File: src/hdl/tts_map.svh
// Purpose: Offsets, field positions, reset values for the thermal
//          throttle control and trip status registers.
// Assumes: Byte-addressed memory-mapped window, 16-bit data path.
// Notes:   Definitions only.
`ifndef TTS_MAP_SVH
`define TTS_MAP_SVH

// ****************************************************************
// Register offsets
// ****************************************************************
`define TTS_OFS_CTRL        16'h101c
`define TTS_OFS_STAT        16'h101e

// ****************************************************************
// Control register fields
// ****************************************************************
`define TTS_CTRL_LOCK_BIT   0
`define TTS_CTRL_HALT_BIT   3
`define TTS_CTRL_ZONE_BIT   4
`define TTS_CTRL_MEN_BIT    7
`define TTS_CTRL_WMASK      8'h98
`define TTS_CTRL_RESET      8'h00

// ****************************************************************
// Status register fields
// ****************************************************************
`define TTS_STAT_FALL_LSB   8
`define TTS_STAT_RISE_LSB   0
`define TTS_STAT_RISE_MASK  16'h003f
`define TTS_STAT_FALL_MASK  16'h3f00
`define TTS_STAT_RESET      16'h0000

// ****************************************************************
// Trip indices inside a six-bit event vector
// ****************************************************************
`define TTS_TRIP_AUX2       2
`define TTS_TRIP_HOT        4
`define TTS_TRIP_CRIT       5

`endif

File: src/hdl/tts_pkg.sv
// Purpose: Types shared by the thermal throttle and trip status block.
// Assumes: Six trip points: aux0..aux3, hot, critical.
// Notes:   Constants live in tts_map.svh.
package tts_pkg;

    // Register bus request from the host core.
    typedef struct packed {
        logic        wr;
        logic        rd;
        logic [15:0] addr;
        logic [15:0] wdata;
        logic [1:0]  be;
    } tts_req_t;

    // Per-trip comparator levels, index 0 aux0 .. 5 critical.
    typedef logic [5:0] tts_trip_t;

    // Shutdown latch states.
    typedef enum logic [1:0] {
        TTS_RUN  = 2'b01,
        TTS_HALT = 2'b10
    } tts_halt_st_t;

endpackage : tts_pkg

File: src/hdl/tts_edge.sv
// Purpose: Edge detector for the six trip comparator levels.
// Assumes: Levels arrive from the sensor comparator on clk.
// Notes:   No synchroniser; the comparator shares the core clock.
`timescale 1ns/100ps
`default_nettype none
module tts_edge (
    input  wire logic              clk,
    input  wire logic              rst_b,
    input  wire tts_pkg::tts_trip_t above,
    output wire tts_pkg::tts_trip_t rise,
    output wire tts_pkg::tts_trip_t fall
);
    import tts_pkg::*;

    tts_trip_t above_ff;

    // ****************************************************************
    // Previous level
    // ****************************************************************
    // Reset to zero so a trip already high at release counts as rising.
    always_ff @(posedge clk) begin
        if (!rst_b) begin
            above_ff <= 6'h00;
        end else begin
            above_ff <= above;
        end
    end

    // One-cycle pulses per trip point.
    genvar gi;
    for (gi = 0; gi < 6; gi++) begin : g_edge
        assign rise[gi] = above[gi] & ~above_ff[gi];
        assign fall[gi] = ~above[gi] & above_ff[gi];
    end

endmodule : tts_edge
`default_nettype wire

File: src/hdl/tts_regs.sv
// Purpose: Thermal throttle control register, trip status register
//          and latched thermal shutdown output.
// Assumes: Single-cycle register access on the core clock; comparator
//          levels are synchronous to clk.
// Notes:   Reads return data one cycle after rd.
`timescale 1ns/100ps
`default_nettype none
`include "tts_map.svh"
module tts_regs (
    input  wire logic               clk,
    input  wire logic               rst_b,
    input  wire tts_pkg::tts_req_t  req,
    input  wire tts_pkg::tts_trip_t trip_above,
    output var  logic [15:0]        rdata,
    output var  logic               rvalid,
    output logic                    throttle_req,
    output logic                    thermal_event,
    output var  logic               thermal_shutdown_out_n
);
    import tts_pkg::*;

    // ****************************************************************
    // Declarations
    // ****************************************************************
    logic [7:0]   ctrl_ff;
    logic [7:0]   nxt_ctrl;
    logic [15:0]  stat_ff;
    logic [15:0]  nxt_stat;
    logic [15:0]  rdata_ff;
    logic [15:0]  nxt_rdata;
    logic         rvalid_ff;
    tts_halt_st_t halt_ff;
    tts_halt_st_t nxt_halt;
    tts_trip_t    rise;
    tts_trip_t    fall;

    wire          hit_ctrl;
    wire          hit_stat;
    wire          wr_ctrl;
    wire          wr_stat_lo;
    wire          wr_stat_hi;
    wire [15:0]   stat_set;
    wire [15:0]   stat_clr;
    wire [15:0]   stat_wmask;
    wire          lock;
    wire          master_en;
    wire          zone_sel;
    wire          halt_en;
    wire          zone_hit;
    wire          crit_now;

    // ****************************************************************
    // Crossing detection
    // ****************************************************************
    tts_edge u_edge (
        .clk   (clk),
        .rst_b (rst_b),
        .above (trip_above),
        .rise  (rise),
        .fall  (fall)
    );

    // ****************************************************************
    // Address decode
    // ****************************************************************
    // The control register is a byte; only lane 0 reaches it.
    assign hit_ctrl   = (req.addr == `TTS_OFS_CTRL);
    assign hit_stat   = (req.addr == `TTS_OFS_STAT);
    assign wr_ctrl    = req.wr & hit_ctrl & req.be[0];
    assign wr_stat_lo = req.wr & hit_stat & req.be[0];
    assign wr_stat_hi = req.wr & hit_stat & req.be[1];

    // ****************************************************************
    // Control register fields
    // ****************************************************************
    assign lock      = ctrl_ff[`TTS_CTRL_LOCK_BIT];
    assign master_en = ctrl_ff[`TTS_CTRL_MEN_BIT];
    assign zone_sel  = ctrl_ff[`TTS_CTRL_ZONE_BIT];
    assign halt_en   = ctrl_ff[`TTS_CTRL_HALT_BIT];

    // Next control value.
    always_comb begin
        nxt_ctrl = ctrl_ff;
        if (wr_ctrl) begin
            if (!lock) begin
                nxt_ctrl = req.wdata[7:0] & `TTS_CTRL_WMASK;
            end
            nxt_ctrl[`TTS_CTRL_LOCK_BIT] = lock | req.wdata[0];
        end
    end

    always_ff @(posedge clk) begin
        if (!rst_b) begin
            ctrl_ff <= `TTS_CTRL_RESET;
        end else begin
            ctrl_ff <= nxt_ctrl;
        end
    end

    // ****************************************************************
    // Throttle request
    // ****************************************************************
    // Zone choice.
    assign zone_hit = trip_above[`TTS_TRIP_HOT]
                    | trip_above[`TTS_TRIP_CRIT]
                    | (~zone_sel & trip_above[`TTS_TRIP_AUX2]);
    assign throttle_req = master_en & zone_hit;

    // ****************************************************************
    // Trip status register
    // ****************************************************************
    // Rise flags in bits 5:0, fall flags in bits 13:8.
    assign stat_set = {2'b00, fall, 2'b00, rise};

    assign stat_wmask = {{8{wr_stat_hi}}, {8{wr_stat_lo}}};
    assign stat_clr   = req.wdata & stat_wmask;

    assign nxt_stat = ((stat_ff & ~stat_clr) | stat_set)
                    & (`TTS_STAT_RISE_MASK | `TTS_STAT_FALL_MASK);

    // Sticky flags hold until software clears them with a one.
    always_ff @(posedge clk) begin
        if (!rst_b) begin
            stat_ff <= `TTS_STAT_RESET;
        end else begin
            stat_ff <= nxt_stat;
        end
    end

    assign thermal_event = |stat_ff;

    // ****************************************************************
    // Thermal shutdown latch
    // ****************************************************************
    // Critical level this cycle, so shutdown does not wait for an edge.
    assign crit_now = trip_above[`TTS_TRIP_CRIT];

    always_comb begin
        case (halt_ff)
            TTS_RUN: begin
                nxt_halt = (halt_en & crit_now) ? TTS_HALT : TTS_RUN;
            end
            TTS_HALT: begin
                nxt_halt = TTS_HALT;
            end
            default: begin
                nxt_halt = TTS_HALT;
            end
        endcase
    end

    // An illegal state falls to halt, the safe side for a thermal trip.
    always_ff @(posedge clk) begin
        if (!rst_b) begin
            halt_ff                <= TTS_RUN;
            thermal_shutdown_out_n <= 1'b1;
        end else begin
            halt_ff                <= nxt_halt;
            thermal_shutdown_out_n <= (nxt_halt != TTS_HALT);
        end
    end

    // ****************************************************************
    // Read path
    // ****************************************************************
    // Unmapped addresses read zero; reads have no side effects.
    always_comb begin
        nxt_rdata = 16'h0000;
        if (req.rd && hit_ctrl) begin
            nxt_rdata = {8'h00, ctrl_ff};
        end else if (req.rd && hit_stat) begin
            nxt_rdata = stat_ff;
        end
    end

    // Registered read data, valid the cycle after rd.
    always_ff @(posedge clk) begin
        if (!rst_b) begin
            rdata_ff  <= 16'h0000;
            rvalid_ff <= 1'b0;
        end else begin
            rdata_ff  <= nxt_rdata;
            rvalid_ff <= req.rd;
        end
    end

    assign rdata  = rdata_ff;
    assign rvalid = rvalid_ff;

endmodule : tts_regs
`default_nettype wire

File: config.mk
export PLATFORM = sky130hd
export DESIGN_NAME = tts_regs
export DESIGN_NICKNAME = d
export VERILOG_FILES = /design/src/hdl/tts_pkg.sv /design/src/hdl/tts_edge.sv /design/src/hdl/tts_regs.sv
export VERILOG_INCLUDE_DIRS = /design/src /design/src/hdl
export SDC_FILE = /design/constraint.sdc
export NUM_CORES = 1
export LEC_CHECK = 0
export BUFFER_PORTS_ARGS = -buffer_cell sky130_fd_sc_hd__buf_2
export CAP_MARGIN = 20
export CORE_MARGIN = 8
export CORE_UTILIZATION = 49
export DETAILED_ROUTE_END_ITERATION = 16
export GPL_TIMING_DRIVEN = 0
export PLACE_DENSITY_LB_ADDON = 0.2
export SETUP_SLACK_MARGIN = 0.4
export SLEW_MARGIN = 5
export SYNTH_ARGS = -nofsm -noshare
export SYNTH_HDL_FRONTEND = slang
export SYNTH_SLANG_ARGS = --single-unit
export TNS_END_PERCENT = 30
File: constraint.sdc
create_clock -name clk -period 3 [get_ports clk]
set_input_delay 0.45 -clock clk [delete_from_list [all_inputs] [get_ports clk]]
set_output_delay 0.45 -clock clk [all_outputs]
set_load 0.01 [all_outputs]
# Word-level counts from Yosys, hierarchy flattened
# Index checks and enable logic that the tools add are counted.
# totals
regBits,42
inputBits,44
# op_classes
eq_ne,4
mux,4
bitwise_logic,43
reduce_logical,5
# ops
operator,n
== test 16 x 13 -> 1 bit (second input constant),2
bitwise AND 14 bit,2
bitwise AND 1 bit,20
2-to-1 mux 8 bit,2
NOT 1 bit,16
OR reduction 16 bit,1
NOT 14 bit,1
bitwise OR 14 bit,1
2-to-1 mux 2 bit,2
bitwise OR 1 bit,3
OR reduction 3 bit,1
== test 2 x 1 -> 1 bit (second input constant),1
logical AND 1 bit,2
inequality test 2 bit (second input constant),1
AND reduction 2 bit,1

# Logic depth before layout (Yosys ltp)
# depth
ltp_word,7
ltp_mapped,5

# Cells and area by module
# A second synthesis with hierarchy kept.
# unflattened
hier_cells,149
area_unflattened_um2,1473.9
# modules_own_cells
module,n_inst,cells_each,area_per_inst_um2
tts_regs,1,125,1241.2
tts_edge,1,24,232.7

# Least setup slack after synthesis
# Ideal clock, no wire load.
# synth_timing
path_type,input -> register
from,input port req[25] (netlist name)
to,register stat_ff[0]
setup_time_ps,132
arrival_ps,1814
required_ps,2868
slack_ps,1054
path_stages,4
path_buffers,0
path_cell_list,or4b_4 or4_4 o21ai_1 a21oi_1
# synth_via
elab_chain_len,7
# synth_lines
element,line,rtl
start: declaration,tts_regs.sv:12,"input wire tts_pkg::tts_req_t req,"
== test 16 x 13 -> 1 bit (no source line),-,
bitwise AND 1 bit (2 in a row),tts_regs.sv:70,assign wr_stat_lo = req.wr & hit_stat & req.be[0];
bitwise AND 14 bit,tts_regs.sv:116,assign stat_clr = req.wdata & stat_wmask;
NOT 14 bit,tts_regs.sv:118,assign nxt_stat = ((stat_ff & ~stat_clr) | stat_set)
bitwise AND 14 bit,tts_regs.sv:118,
bitwise OR 14 bit,tts_regs.sv:118,
end signal: assignment,tts_regs.sv:124,stat_ff <= `TTS_STAT_RESET;
end signal: assignment,tts_regs.sv:126,stat_ff <= nxt_stat;
end: declaration,tts_regs.sv:27,logic [15:0] stat_ff;
# No other way between the ends.
# A chain may end at the register's enable or synchronous reset.

# Worst setup path after layout
# layout_timing
from,input port req[25] (netlist name)
to,register stat_ff[3]
# The elaborated chain is that of the path after synthesis.

==> qor.csv <==
metric,value,unit
# DRC,0,
Root Driver,clkbuf_4,
worst-path maximum fanout,8,
Initial DRC Count,76,
H-tree level count,2,
post-route cell area,1840,um^2
Max Freq,0.530,GHz
crit start category,input pin,
Vias/cell,5.23,
Clock Skew,4.54,ps
most frequent cells in the layout,"buf_2 (57), dfxtp_1 (38), a21oi_1 (10), and3_1 (10)",
largest net degree at the start of global routing,11,
sw frac,23.3,%
CTS Sinks,38,
Worst-Margin Slew,546,ps
number of global-route vias before repair,1383,
Switch Pwr,0.205,mW
io pins,64,
Reg2Reg Depth,3,
sequential fraction of the synthesis area,52.3,%
Netlist cell types,30,
cell internal pwr,0.675,mW
IO Port Bufs,57,
CTS Buf Count,5,
Clk network pwr share,29.2,%
Cell Pwr Density,479,nW/um^2
core area,2780,um^2
fin nets,260,
outcome,completed,
grt ovf,0,
Slew Limit Headroom,63.4,%
Hold Path Depth,2,
Global Route Usage Sum,14.7,%
DRT Pass-1 Iters,4,
RSZ-0062 raised after global routing,false,
CTS resizes,0,
GP Congestion,0.830,
minimum clock period,1890,ps
via count,1287,
Reg power frac,60.9,%
cells after synthesis,150,
ant diodes,0,
Die ar.,4970,um^2
HPWL reported at the end of detailed placement,2860,um
Max VDD drop,0.000447,V
Die Ht,70.5,um
first-pass GRT wire length,5950,um
setup violators final,0,
Slew Limit Fails,0,
initial antenna violation count,0,
pre-CTS setup slack,770,ps
Site Rows,19,
clk slew on worst S/H paths,100,ps
"FF+latch count, synth",38,
Clock Path Buffers,2,
Crit. End Element,flop,
final worst setup slack,1110,ps
WL final,3600,um
WS Path Type,in2reg,
die span in x,70.5,um
Post-Route Setup TNS,0,ps
post-detailed-route count of antenna-violating nets,0,
Yosys warnings,0,
Fill cells,234,
Syn Std Cell Area,1460,um^2
Critical Path AT,2120,ps
Leakage,0.859,nW
WP data required,3240,ps
worst slack on hold paths,342,ps
CTS tree,built,
fraction of layout cells with a size suffix above 1,33.5,%
fin crit share,62.9,%
worst skew pair latency,340,ps
average cell area after synthesis,9.70,um^2
slack of the worst reg-to-reg path,2050,ps
total power,0.880,mW
DR WL/cell,14.6,um
Post-CTS Hold Buffers,0,
"commonest non-fill, non-tap cell in the layout",buf_2,
Area Overhead vs Synth,26.3,%
Post-CTS Setup Repair Bufs,0,
Post-DP Area,1790,um^2
Logic pwr share,9.9,%
Max-Cap Viols,0,
Initial Util,52.3,%
HP Class,in2reg,
"Hold Vio Cnt, Final",0,
==> critical path: stages <==
cell and delay, ps:
buf_2 100, or4b_4 580, nor4_4 570, nand3_1 160, a32o_1 270
==> kinds of logic (layout without fill, tap and decap cells) <==
| family | Yosys count | in the layout | share of synthesized area [%] |
|---|---|---|---|
| and+or+nand+nor | 64 | 64 | 28.9 |
| buffers and inverters | 17 | 80 | 5.67 |
| AOI/OAI and AO/OA | 30 | 30 | 12.9 |
| DFF | 38 | 38 | 52.3 |
| other | 1 | 3 | 0.258 |
==> synthesized netlist by cell type <==
cell type	number	share of area, %
and2_1	9	3.9
or4_1	1	0.52
a32o_1	5	3.4
nand2_1	9	2.3
nand3b_1	1	0.52
nor2_1	4	1.0
nor2b_1	2	0.86
nand2b_1	8	3.4
a31oi_1	1	0.43
dfxtp_1	38	52
a21oi_1	10	3.4
o21ai_0	3	1.0
or4_4	2	1.5
and3_1	10	4.3
o31a_1	1	0.60
buf_6	1	0.77
conb_1	1	0.26
inv_1	8	2.1
clkbuf_1	4	1.0
buf_1	1	0.26
buf_4	3	1.5
nand3_1	9	3.1
o21ai_1	7	2.4
nand4bb_1	1	0.77
or4b_4	1	0.95
or4b_1	1	0.69
nor4_4	2	2.9
a22oi_1	3	1.5
or4bb_1	1	0.77
nor4_1	3	1.3
==> registers in the layout, indices dropped and copies added, names as in the netlist <==
name / flops
u_edge.above_ff: 6
halt_ff: 2
rvalid: 1
stat_ff: 12
ctrl_ff: 4
rdata: 13
==> layer usage <==
metal | vias up | GRT usage [%] | part of all wire [%]
met5 | - | 0 | 0
met4 | 0 | 6.92 | 2.7
met3 | 9 | 6.07 | 6.0
met2 | 52 | 24.7 | 47
met1 | 574 | 15.5 | 44
li1 | 652 | - | -
==> metrics by stage <==
stage	util, %	std cells
6_report	66.1	246
4_1_cts	66.1	246
2_1_floorplan	-	152
5_1_grt	66.1	246
3_5_place_dp	64.2	240
3_3_place_gp	64.2	240
==> final timing paths <==
path	from	end
setup reg to reg	ctrl_ff[0]$_SDFFE_PN0P_	ctrl_ff[7]$_SDFFE_PN0P_
hold / removal	trip_above[0]	u_edge.above_ff[0]$_SDFF_PN0_
setup / recovery	req[25]	stat_ff[3]$_SDFF_PN0_
hold reg to reg	u_edge.above_ff[2]$_SDFF_PN0_	stat_ff[10]$_SDFF_PN0_
==> power groups by stage <==
stage / combinational, mW / sequential (mW) / clock [mW]
final: 0.0872 / 0.536 / 0.257
after global routing: 0.0970 / 0.538 / 0.281
after detailed placement: 0.0866 / 0.547 / 0
after global placement: 0.0842 / 0.547 / 0
after CTS: 0.0872 / 0.536 / 0.260
after floorplan: 0.0460 / 0.545 / 0
==> cell type report <==
| cell class | count | area (um^2) | share of cell area, % |
|---|---|---|---|
| buffer | 9 | 52.6 | 2.86 |
| clock buffer | 6 | 51.3 | 2.79 |
| inverter | 8 | 30.0 | 1.63 |
| multi-input combinational | 97 | 619 | 33.7 |
| sequential | 38 | 761 | 41.4 |
| tap | 31 | 38.8 | 2.11 |
| timing repair buffer | 57 | 285 | 15.5 |
Power figures use the tool's default switching activity.
